===== src/gpio_def_pkg.sv =====
// Constants and register map for the port D, E and F pin logic
package gpio_def_pkg;

  // ***********************************************************
  // Bus geometry
  // ***********************************************************
  localparam int ADDR_W = 16;
  localparam int DATA_W = 32;
  localparam int REG_W  = 8;
  localparam int IDX_W  = 14;

  // ***********************************************************
  // Register indices (byte address is four times the index)
  // ***********************************************************
  localparam logic [IDX_W-1:0] IDX_PORT_D_DATA = 14'h0003;
  localparam logic [IDX_W-1:0] IDX_PORT_E_DATA = 14'h0008;
  localparam logic [IDX_W-1:0] IDX_PORT_F_DATA = 14'h0440;
  localparam logic [IDX_W-1:0] IDX_PORT_D_DIR  = 14'h0010;
  localparam logic [IDX_W-1:0] IDX_PORT_D_PUE  = 14'h0011;
  localparam logic [IDX_W-1:0] IDX_PORT_E_DIR  = 14'h0012;
  localparam logic [IDX_W-1:0] IDX_PORT_F_DIR  = 14'h0013;

  // ***********************************************************
  // Port widths and pin packing
  // ***********************************************************
  localparam int PD_W   = 8;
  localparam int PE_W   = 6;
  localparam int PF_W   = 8;
  localparam int PIN_W  = PD_W + PE_W + PF_W;
  localparam int PD_LSB = 0;
  localparam int PE_LSB = PD_W;
  localparam int PF_LSB = PD_W + PE_W;

  // Shared pin positions
  localparam int PE_TX_BIT = 0;
  localparam int PE_RX_BIT = 1;
  localparam int SPI_W     = 4;
  localparam int TIM_LSB   = 4;
  localparam int TIM_W     = 4;

  // ***********************************************************
  // Reset values
  // ***********************************************************
  localparam logic [PD_W-1:0] PD_DIR_RST = 8'h00;
  localparam logic [PD_W-1:0] PD_PUE_RST = 8'h00;
  localparam logic [PE_W-1:0] PE_DIR_RST = 6'h00;
  localparam logic [PF_W-1:0] PF_DIR_RST = 8'h00;

  // ***********************************************************
  // AXI responses
  // ***********************************************************
  localparam logic [1:0] RESP_OKAY   = 2'h0;
  localparam logic [1:0] RESP_SLVERR = 2'h2;

endpackage : gpio_def_pkg


===== src/gpio_ports_d_e_f.sv =====
// Port D, E and F general-purpose pin logic with AXI4-Lite registers
`timescale 1ns/1ps
`default_nettype none

module gpio_ports_d_e_f (
  // Clock and reset
  input  wire  logic                               i_mclk,
  input  wire  logic                               i_reset,
  // AXI4-Lite write address
  input  wire  logic                               i_axi_awvalid,
  output logic                                     o_axi_awready,
  input  wire  logic [gpio_def_pkg::ADDR_W-1:0]    i_axi_awaddr,
  input  wire  logic [2:0]                         i_axi_awprot,
  // AXI4-Lite write data
  input  wire  logic                               i_axi_wvalid,
  output logic                                     o_axi_wready,
  input  wire  logic [gpio_def_pkg::DATA_W-1:0]    i_axi_wdata,
  input  wire  logic [gpio_def_pkg::DATA_W/8-1:0]  i_axi_wstrb,
  // AXI4-Lite write response
  output logic                                     o_axi_bvalid,
  input  wire  logic                               i_axi_bready,
  output logic [1:0]                               o_axi_bresp,
  // AXI4-Lite read address
  input  wire  logic                               i_axi_arvalid,
  output logic                                     o_axi_arready,
  input  wire  logic [gpio_def_pkg::ADDR_W-1:0]    i_axi_araddr,
  input  wire  logic [2:0]                         i_axi_arprot,
  // AXI4-Lite read data
  output logic                                     o_axi_rvalid,
  input  wire  logic                               i_axi_rready,
  output logic [gpio_def_pkg::DATA_W-1:0]          o_axi_rdata,
  output logic [1:0]                               o_axi_rresp,
  // Port D pads
  input  wire  logic [gpio_def_pkg::PD_W-1:0]      i_pd_in,
  output logic [gpio_def_pkg::PD_W-1:0]            o_pd_out,
  output logic [gpio_def_pkg::PD_W-1:0]            o_pd_oe_n,
  output logic [gpio_def_pkg::PD_W-1:0]            o_pd_pullup,
  // Port E pads
  input  wire  logic [gpio_def_pkg::PE_W-1:0]      i_pe_in,
  output logic [gpio_def_pkg::PE_W-1:0]            o_pe_out,
  output logic [gpio_def_pkg::PE_W-1:0]            o_pe_oe_n,
  // Port F pads
  input  wire  logic [gpio_def_pkg::PF_W-1:0]      i_pf_in,
  output logic [gpio_def_pkg::PF_W-1:0]            o_pf_out,
  output logic [gpio_def_pkg::PF_W-1:0]            o_pf_oe_n,
  // SPI peripheral on port D bits 3 to 0
  input  wire  logic [gpio_def_pkg::SPI_W-1:0]     i_spi_claim,
  input  wire  logic [gpio_def_pkg::SPI_W-1:0]     i_spi_drive,
  input  wire  logic [gpio_def_pkg::SPI_W-1:0]     i_spi_out,
  output logic [gpio_def_pkg::SPI_W-1:0]           o_spi_in,
  // Serial interface on port E bits 1 and 0
  input  wire  logic                               i_serial_if_enable,
  input  wire  logic                               i_serial_txd,
  output logic                                     o_serial_rxd,
  // Second timer channels on port F bits 7 to 4
  input  wire  logic [gpio_def_pkg::TIM_W-1:0]     i_timer_claim,
  input  wire  logic [gpio_def_pkg::TIM_W-1:0]     i_timer_drive,
  input  wire  logic [gpio_def_pkg::TIM_W-1:0]     i_timer_out,
  output logic [gpio_def_pkg::TIM_W-1:0]           o_timer_in
);
  import gpio_def_pkg::*;

  // ***********************************************************
  // State
  // ***********************************************************
  typedef struct packed {
    logic [PD_W-1:0]   pd_latch;
    logic [PD_W-1:0]   pd_dir;
    logic [PD_W-1:0]   pd_pue;
    logic [PE_W-1:0]   pe_latch;
    logic [PE_W-1:0]   pe_dir;
    logic [PF_W-1:0]   pf_latch;
    logic [PF_W-1:0]   pf_dir;
    logic [PIN_W-1:0]  sync1;
    logic [PIN_W-1:0]  sync2;
    logic [PIN_W-1:0]  sync3;
    logic [PIN_W-1:0]  pin_lvl;
    logic              aw_have;
    logic [ADDR_W-1:0] aw_addr;
    logic              w_have;
    logic [REG_W-1:0]  w_data;
    logic              w_lane0;
    logic              bvalid;
    logic [1:0]        bresp;
    logic              rvalid;
    logic [REG_W-1:0]  rdata;
    logic [1:0]        rresp;
  } state_t;

  state_t st_r;
  state_t st_nxt;

  // ***********************************************************
  // Helpers
  // ***********************************************************
  function automatic logic reg_hit(input logic [ADDR_W-1:0] addr,
                                   input logic [IDX_W-1:0]  idx);
    reg_hit = (addr[ADDR_W-1:2] == idx) && (addr[1:0] == 2'h0);
  endfunction : reg_hit

  // Latch where driven, pin level where input
  function automatic logic [REG_W-1:0] port_read(
      input logic [REG_W-1:0] dir,
      input logic [REG_W-1:0] latch,
      input logic [REG_W-1:0] pin);
    port_read = (dir & latch) | (~dir & pin);
  endfunction : port_read

  logic [PD_W-1:0] pd_lvl;
  logic [PE_W-1:0] pe_lvl;
  logic [PF_W-1:0] pf_lvl;

  assign pd_lvl = st_r.pin_lvl[PD_LSB +: PD_W];
  assign pe_lvl = st_r.pin_lvl[PE_LSB +: PE_W];
  assign pf_lvl = st_r.pin_lvl[PF_LSB +: PF_W];

  // ***********************************************************
  // Next state
  // ***********************************************************
  always_comb begin
    logic            w_ok;
    logic            r_ok;
    logic [REG_W-1:0] r_val;
    w_ok   = 1'b1;
    r_ok   = 1'b1;
    r_val  = '0;
    st_nxt = st_r;

    // Three-stage pin sampling; accept when stages two and three agree
    st_nxt.sync1   = {i_pf_in, i_pe_in, i_pd_in};
    st_nxt.sync2   = st_r.sync1;
    st_nxt.sync3   = st_r.sync2;
    st_nxt.pin_lvl = (st_r.sync2 & st_r.sync3)
                   | (st_r.pin_lvl & (st_r.sync2 ^ st_r.sync3));

    // Response handshakes
    if (st_r.bvalid && i_axi_bready) begin
      st_nxt.bvalid = 1'b0;
    end
    if (st_r.rvalid && i_axi_rready) begin
      st_nxt.rvalid = 1'b0;
    end

    // Address and data taken in either order
    if (i_axi_awvalid && o_axi_awready) begin
      st_nxt.aw_have = 1'b1;
      st_nxt.aw_addr = i_axi_awaddr;
    end
    if (i_axi_wvalid && o_axi_wready) begin
      st_nxt.w_have  = 1'b1;
      st_nxt.w_data  = i_axi_wdata[REG_W-1:0];
      st_nxt.w_lane0 = i_axi_wstrb[0];
    end

    // Register write once both halves are held
    if (st_r.aw_have && st_r.w_have) begin
      st_nxt.aw_have = 1'b0;
      st_nxt.w_have  = 1'b0;
      st_nxt.bvalid  = 1'b1;
      if (reg_hit(st_r.aw_addr, IDX_PORT_D_DATA)) begin
        if (st_r.w_lane0) begin
          st_nxt.pd_latch = st_r.w_data;
        end
      end else if (reg_hit(st_r.aw_addr, IDX_PORT_E_DATA)) begin
        if (st_r.w_lane0) begin
          st_nxt.pe_latch = st_r.w_data[PE_W-1:0];
        end
      end else if (reg_hit(st_r.aw_addr, IDX_PORT_F_DATA)) begin
        if (st_r.w_lane0) begin
          st_nxt.pf_latch = st_r.w_data;
        end
      end else if (reg_hit(st_r.aw_addr, IDX_PORT_D_DIR)) begin
        if (st_r.w_lane0) begin
          st_nxt.pd_dir = st_r.w_data;
        end
      end else if (reg_hit(st_r.aw_addr, IDX_PORT_D_PUE)) begin
        if (st_r.w_lane0) begin
          st_nxt.pd_pue = st_r.w_data;
        end
      end else if (reg_hit(st_r.aw_addr, IDX_PORT_E_DIR)) begin
        if (st_r.w_lane0) begin
          st_nxt.pe_dir = st_r.w_data[PE_W-1:0];
        end
      end else if (reg_hit(st_r.aw_addr, IDX_PORT_F_DIR)) begin
        if (st_r.w_lane0) begin
          st_nxt.pf_dir = st_r.w_data;
        end
      end else begin
        w_ok = 1'b0;
      end
      st_nxt.bresp = w_ok ? RESP_OKAY : RESP_SLVERR;
    end

    // Register read; input pins show the sampled level
    if (i_axi_arvalid && o_axi_arready) begin
      if (reg_hit(i_axi_araddr, IDX_PORT_D_DATA)) begin
        r_val = port_read(st_r.pd_dir, st_r.pd_latch,
                          pd_lvl);
      end else if (reg_hit(i_axi_araddr, IDX_PORT_E_DATA)) begin
        r_val = port_read({{(REG_W-PE_W){1'b0}}, st_r.pe_dir},
                          {{(REG_W-PE_W){1'b0}}, st_r.pe_latch},
                          {{(REG_W-PE_W){1'b0}}, pe_lvl});
      end else if (reg_hit(i_axi_araddr, IDX_PORT_F_DATA)) begin
        r_val = port_read(st_r.pf_dir, st_r.pf_latch,
                          pf_lvl);
      end else if (reg_hit(i_axi_araddr, IDX_PORT_D_DIR)) begin
        r_val = st_r.pd_dir;
      end else if (reg_hit(i_axi_araddr, IDX_PORT_D_PUE)) begin
        r_val = st_r.pd_pue;
      end else if (reg_hit(i_axi_araddr, IDX_PORT_E_DIR)) begin
        r_val = {{(REG_W-PE_W){1'b0}}, st_r.pe_dir};
      end else if (reg_hit(i_axi_araddr, IDX_PORT_F_DIR)) begin
        r_val = st_r.pf_dir;
      end else begin
        r_ok = 1'b0;
      end
      st_nxt.rvalid = 1'b1;
      st_nxt.rdata  = r_val;
      st_nxt.rresp  = r_ok ? RESP_OKAY : RESP_SLVERR;
    end

    // Reset clears control, leaves data latches alone
    if (i_reset) begin
      st_nxt          = '0;
      st_nxt.pd_latch = st_r.pd_latch;
      st_nxt.pe_latch = st_r.pe_latch;
      st_nxt.pf_latch = st_r.pf_latch;
      st_nxt.pd_dir   = PD_DIR_RST;
      st_nxt.pd_pue   = PD_PUE_RST;
      st_nxt.pe_dir   = PE_DIR_RST;
      st_nxt.pf_dir   = PF_DIR_RST;
      st_nxt.bresp    = RESP_OKAY;
      st_nxt.rresp    = RESP_OKAY;
    end
  end

  always_ff @(posedge i_mclk) begin
    st_r <= st_nxt;
  end

  // ***********************************************************
  // Bus outputs
  // ***********************************************************
  assign o_axi_awready = !st_r.aw_have && !st_r.bvalid;
  assign o_axi_wready  = !st_r.w_have && !st_r.bvalid;
  assign o_axi_bvalid  = st_r.bvalid;
  assign o_axi_bresp   = st_r.bresp;
  assign o_axi_arready = !st_r.rvalid;
  assign o_axi_rvalid  = st_r.rvalid;
  assign o_axi_rdata   = {{(DATA_W-REG_W){1'b0}}, st_r.rdata};
  assign o_axi_rresp   = st_r.rresp;

  // ***********************************************************
  // Port D pads
  // ***********************************************************
  logic [PD_W-1:0] pd_drive;
  logic [PD_W-1:0] pd_val;

  always_comb begin
    pd_drive = st_r.pd_dir;
    pd_val   = st_r.pd_latch;
    for (int i = 0; i < SPI_W; i++) begin
      if (i_spi_claim[i]) begin
        pd_drive[i] = i_spi_drive[i];
        pd_val[i]   = i_spi_out[i];
      end
    end
  end

  assign o_pd_out    = pd_val;
  assign o_pd_oe_n   = ~pd_drive;
  assign o_pd_pullup = st_r.pd_pue & ~st_r.pd_dir;
  assign o_spi_in    = pd_lvl[SPI_W-1:0];

  // ***********************************************************
  // Port E pads
  // ***********************************************************
  logic [PE_W-1:0] pe_drive;
  logic [PE_W-1:0] pe_val;

  always_comb begin
    pe_drive = st_r.pe_dir;
    pe_val   = st_r.pe_latch;
    if (i_serial_if_enable) begin
      pe_drive[PE_TX_BIT] = 1'b1;
      pe_val[PE_TX_BIT]   = i_serial_txd;
      pe_drive[PE_RX_BIT] = 1'b0;
      pe_val[PE_RX_BIT]   = 1'b0;
    end
  end

  assign o_pe_out     = pe_val;
  assign o_pe_oe_n    = ~pe_drive;
  assign o_serial_rxd = pe_lvl[PE_RX_BIT];

  // ***********************************************************
  // Port F pads
  // ***********************************************************
  logic [PF_W-1:0] pf_drive;
  logic [PF_W-1:0] pf_val;

  always_comb begin
    pf_drive = st_r.pf_dir;
    pf_val   = st_r.pf_latch;
    for (int i = 0; i < TIM_W; i++) begin
      if (i_timer_claim[i]) begin
        pf_drive[TIM_LSB+i] = i_timer_drive[i];
        pf_val[TIM_LSB+i]   = i_timer_out[i];
      end
    end
  end

  assign o_pf_out   = pf_val;
  assign o_pf_oe_n  = ~pf_drive;
  assign o_timer_in = pf_lvl[TIM_LSB +: TIM_W];

endmodule : gpio_ports_d_e_f

`default_nettype wire


===== config.mk =====
export PLATFORM = sky130hd
export DESIGN_NAME = gpio_ports_d_e_f
export DESIGN_NICKNAME = d
export VERILOG_FILES = /design/src/gpio_def_pkg.sv /design/src/gpio_ports_d_e_f.sv
export SDC_FILE = /design/constraint.sdc
export NUM_CORES = 1
export LEC_CHECK = 0
export BUFFER_PORTS_ARGS = -buffer_cell sky130_fd_sc_hd__buf_2
export CAP_MARGIN = 20
export CELL_PAD_IN_SITES_DETAIL_PLACEMENT = 0
export CELL_PAD_IN_SITES_GLOBAL_PLACEMENT = 1
export CORE_AREA = 3 3 163 165
export DETAILED_ROUTE_END_ITERATION = 12
export DIE_AREA = 0 0 166 168
export PLACE_DENSITY = 0.63
export SYNTH_ARGS = -nofsm -noshare
export SYNTH_HDL_FRONTEND = slang
export SYNTH_SLANG_ARGS = --single-unit
export TNS_END_PERCENT = 30

===== constraint.sdc =====
create_clock -name i_mclk -period 4.6 [get_ports i_mclk]
set_clock_uncertainty 0.2 [all_clocks]
set_input_delay 0.46 -clock i_mclk [delete_from_list [all_inputs] [get_ports i_mclk]]
set_output_delay 0.46 -clock i_mclk [all_outputs]
set_load 0.01 [all_outputs]

==> key figures <==
Status
  • Outcome: finished, final reports clean

Drt
  • Via/cell ratio: between 4 and 5
  • Via count: between 5000 and 6000
  • Detail Route Antenna Nets: 0
  • Drt wl/cell: about 16 um
  • Drt first pass iters: 4
  • Total Wirelength: ~20000 um
  • Initial DRC count: around 240
  • DR DRC count: 0

Floorplanning
  • Die W: roughly 170 um
  • Initial cell density of the core: 0.297
  • # rows: a little under 60
  • # IOs: 231
  • DIE HEIGHT: roughly 170 um
  • Die area: 27900 sq um
  • Core Area: roughly 25000 sq um

STA
  • Worst setup margin: slightly below 2 ns
  • Slew Limit Headroom: 0.316
  • Fmax: 376 MHz
  • RSZ-0062 raised after global routing: false
  • Post-layout min period: 2.66 ns
  • Hold slack: approximately 0.023 ns
  • Final period util: 0.578
  • Final hold violation count: 0
  • Slew @ Worst Pin: 1.02 ns
  • Setup TNS: 0 ns
  • Fin. max-slew vios: 0
  • Endpoints failing setup: 0

Clocking
  • CTS root buf: clkbuf_16
  • Clk_lat worst skew: between 0.4 and 0.5 ns
  • Clock slew at reported path FFs: around 0.090 ns
  • CTS Sinks: approximately 180
  • CTS buffer count: 17
  • Deepest clock path buffer count: 2
  • TritonCTS clock tree: built
  • H-tree levels: 4
  • Post-CTS resize count: 0

Cells and area
  • N_diodes: 0
  • Register bank with the most flops: st_r
  • Fin cells: about 1200
  • Multi-input gate area: approximately 3200 sq um
  • Layout cells sized above 1: 0.281
  • Final nets: 1018
  • Reg area: roughly 3800 sq um
  • Number of flip-flops in the largest register: between 100 and 150
  • Final Util: 0.358
  • P&R area growth vs syn: 20.5%
  • Fill cell count: 2508

Worst setup path
  • R2R Path End: pd_drive[6]
  • Crit path required time: 4.69 ns
  • Worst Path Max Fanout: 8
  • Type of origin of the critical path: flop
  • Crit. End Element: flop
  • Worst EP arrival: 2.75 ns
  • Reg-to-reg slack, setup: approximately 1.9 ns
  • R2R Path Start: st_r[33]
  • Worst Path Class, Setup: reg2reg
  • Reg2Reg Depth: 5

Synthesis
  • Cell count after synthesis: roughly 730
  • Syn_area_per_cell: about 10 sq um
  • Register area share after synthesis: 0.508
  • Main synth FF type: dfxtp_1
  • Asr flop ratio synth: 0
  • Mapped cell area: between 7000 and 8000 sq um
  • Number of synthesized register bits: between 150 and 200
  • Leading area contributor after synthesis: dfxtp_1
  • Top-count cell post-synth: dfxtp_1
  • Synth warn: 0
  • Synth cell count leaders: dfxtp_1 (157), nor2b_1 (79), nor2_1 (68)
  • Number of synthesized flops with an enable pin: 22
  • Synth top area share: 0.420
  • Post-synth cell types: 54
  • Synth top area cells: dfxtp_1 (42%), edfxtp_1 (8.8%), mux2i_1 (7.1%)

Global route
  • Tot GR Track Use: 0.140
  • Largest net degree at the start of global routing: slightly below 70
  • Residual overflow from global routing: 0
  • Vias in the first global route: 4945
  • Initial antenna violation count: 0
  • First-pass GRT wire length: between 30000 and 40000 um

Worst hold path
  • Hold path depth: 2
  • HP Start: i_pd_in[2]
  • Worst min path class: in2reg
  • Min-Delay Endpoint: st_r[109]

Job
  • Max Cap Viol: 0

Pwr
  • Max VDD drop: roughly 0.21 mV
  • Leakage power: around 3.6 nW
  • Combinational Power Share: 0.068
  • Clock share of power: 0.443
  • Register share of total power: 0.489
  • Pwr/cell area: 376 nW/um^2
  • Int Power: ~2.5 mW
  • P_sw: 0.920 mW
  • Switching share of total power: 0.271

Placement
  • Hpwl dp: between 10000 and 15000 um
  • Pre-CTS setup slack: 1.77 ns
  • Placed Cells incl. Taps: 1177
  • Routability Congestion: approximately 0.75
  • Port buffer count: about 170
==> stage by stage <==
| step | total power [mW] | cell area [sq um] |
|---|---|---|
| after floorplan | 1.85 | 7580 |
| after global placement | 1.93 | 8390 |
| after CTS | 3.44 | 9020 |
| after detailed placement | 1.93 | 8390 |
| final | 3.39 | 9020 |
| after global routing | 3.54 | 9020 |
==> worst max-delay path by stage <==
stage / slack [ns] / from / endpoint / cells past startpoint
after floorplan: 1.82 / st_r[24] / o_pd_out[4] / 4
after global routing: 1.76 / st_r[33] / pd_drive[4] / 5
after global placement: 1.79 / i_axi_araddr[4] / o_axi_rdata[5] / 6
after CTS: 1.90 / st_r[33] / pd_drive[4] / 5
final: 1.94 / st_r[33] / pd_drive[6] / 5
after detailed placement: 1.77 / i_axi_araddr[4] / o_axi_rdata[5] / 6
==> power by group through the flow <==
| stage | Combinational [mW] | Clock [mW] | Sequential, mW |
|---|---|---|---|
| floorplan | 0.166 | 0 | 1.68 |
| global placement | 0.233 | 0 | 1.70 |
| detailed placement | 0.234 | 0 | 1.70 |
| CTS | 0.235 | 1.55 | 1.66 |
| global route | 0.261 | 1.61 | 1.67 |
| finish | 0.232 | 1.50 | 1.66 |
==> cells by family (layout without fill, tap and decap cells) <==
group,after synthesis,in the layout,share of synthesized area
compound gates,90,90,0.0733
mux,76,76,0.114
other cells,1,26,0.000501
buf+inv,99,225,0.0792
simple gates,262,262,0.188
flops,179,179,0.508
fa+ha+maj,22,22,0.0368
==> worst max-delay path, stage by stage (launching register included) <==
cell and delay [ns]:
dfxtp_1 0.33, nor4_2 0.49, nand4_4 0.27, nor4_4 0.90, mux2i_1 0.27, nor2_1 0.05
==> cells in the final DEF (no fill, tap or decap), types with 22 or more instances in the layout <==
master	synthesis	routed
nand2_1	67	67
mux2i_1	53	53
ha_1	22	22
nor2_1	68	68
edfxtp_1	22	22
nor2b_1	79	79
a21oi_1	58	58
dfxtp_1	157	157
conb_1	1	26
buf_2	3	170
==> cell type report <==
| class | instances | area share |
|---|---|---|
| flip-flops and latches | 179 | 0.422 |
| clock buffers | 17 | 0.0471 |
| clock inverters | 15 | 0.0223 |
| repair buffers | 178 | 0.101 |
| inverters | 15 | 0.00624 |
| well taps | 330 | 0.0458 |
| multi-input cells | 476 | 0.356 |
==> per-layer routing <==
metal	track usage	up-vias	wire, um
li1	-	2691	-
met2	0.213	175	8870
met3	0.0371	10	1250
met4	0.0401	0	199
met1	0.198	2442	9470
met5	0	-	0
==> repair_timing <==
action                    CTS  global route
hold endpoints to repair    1             0
hold buffers                1             0
setup buffers               0             0
Note: power is estimated with default switching activity, not from simulation.
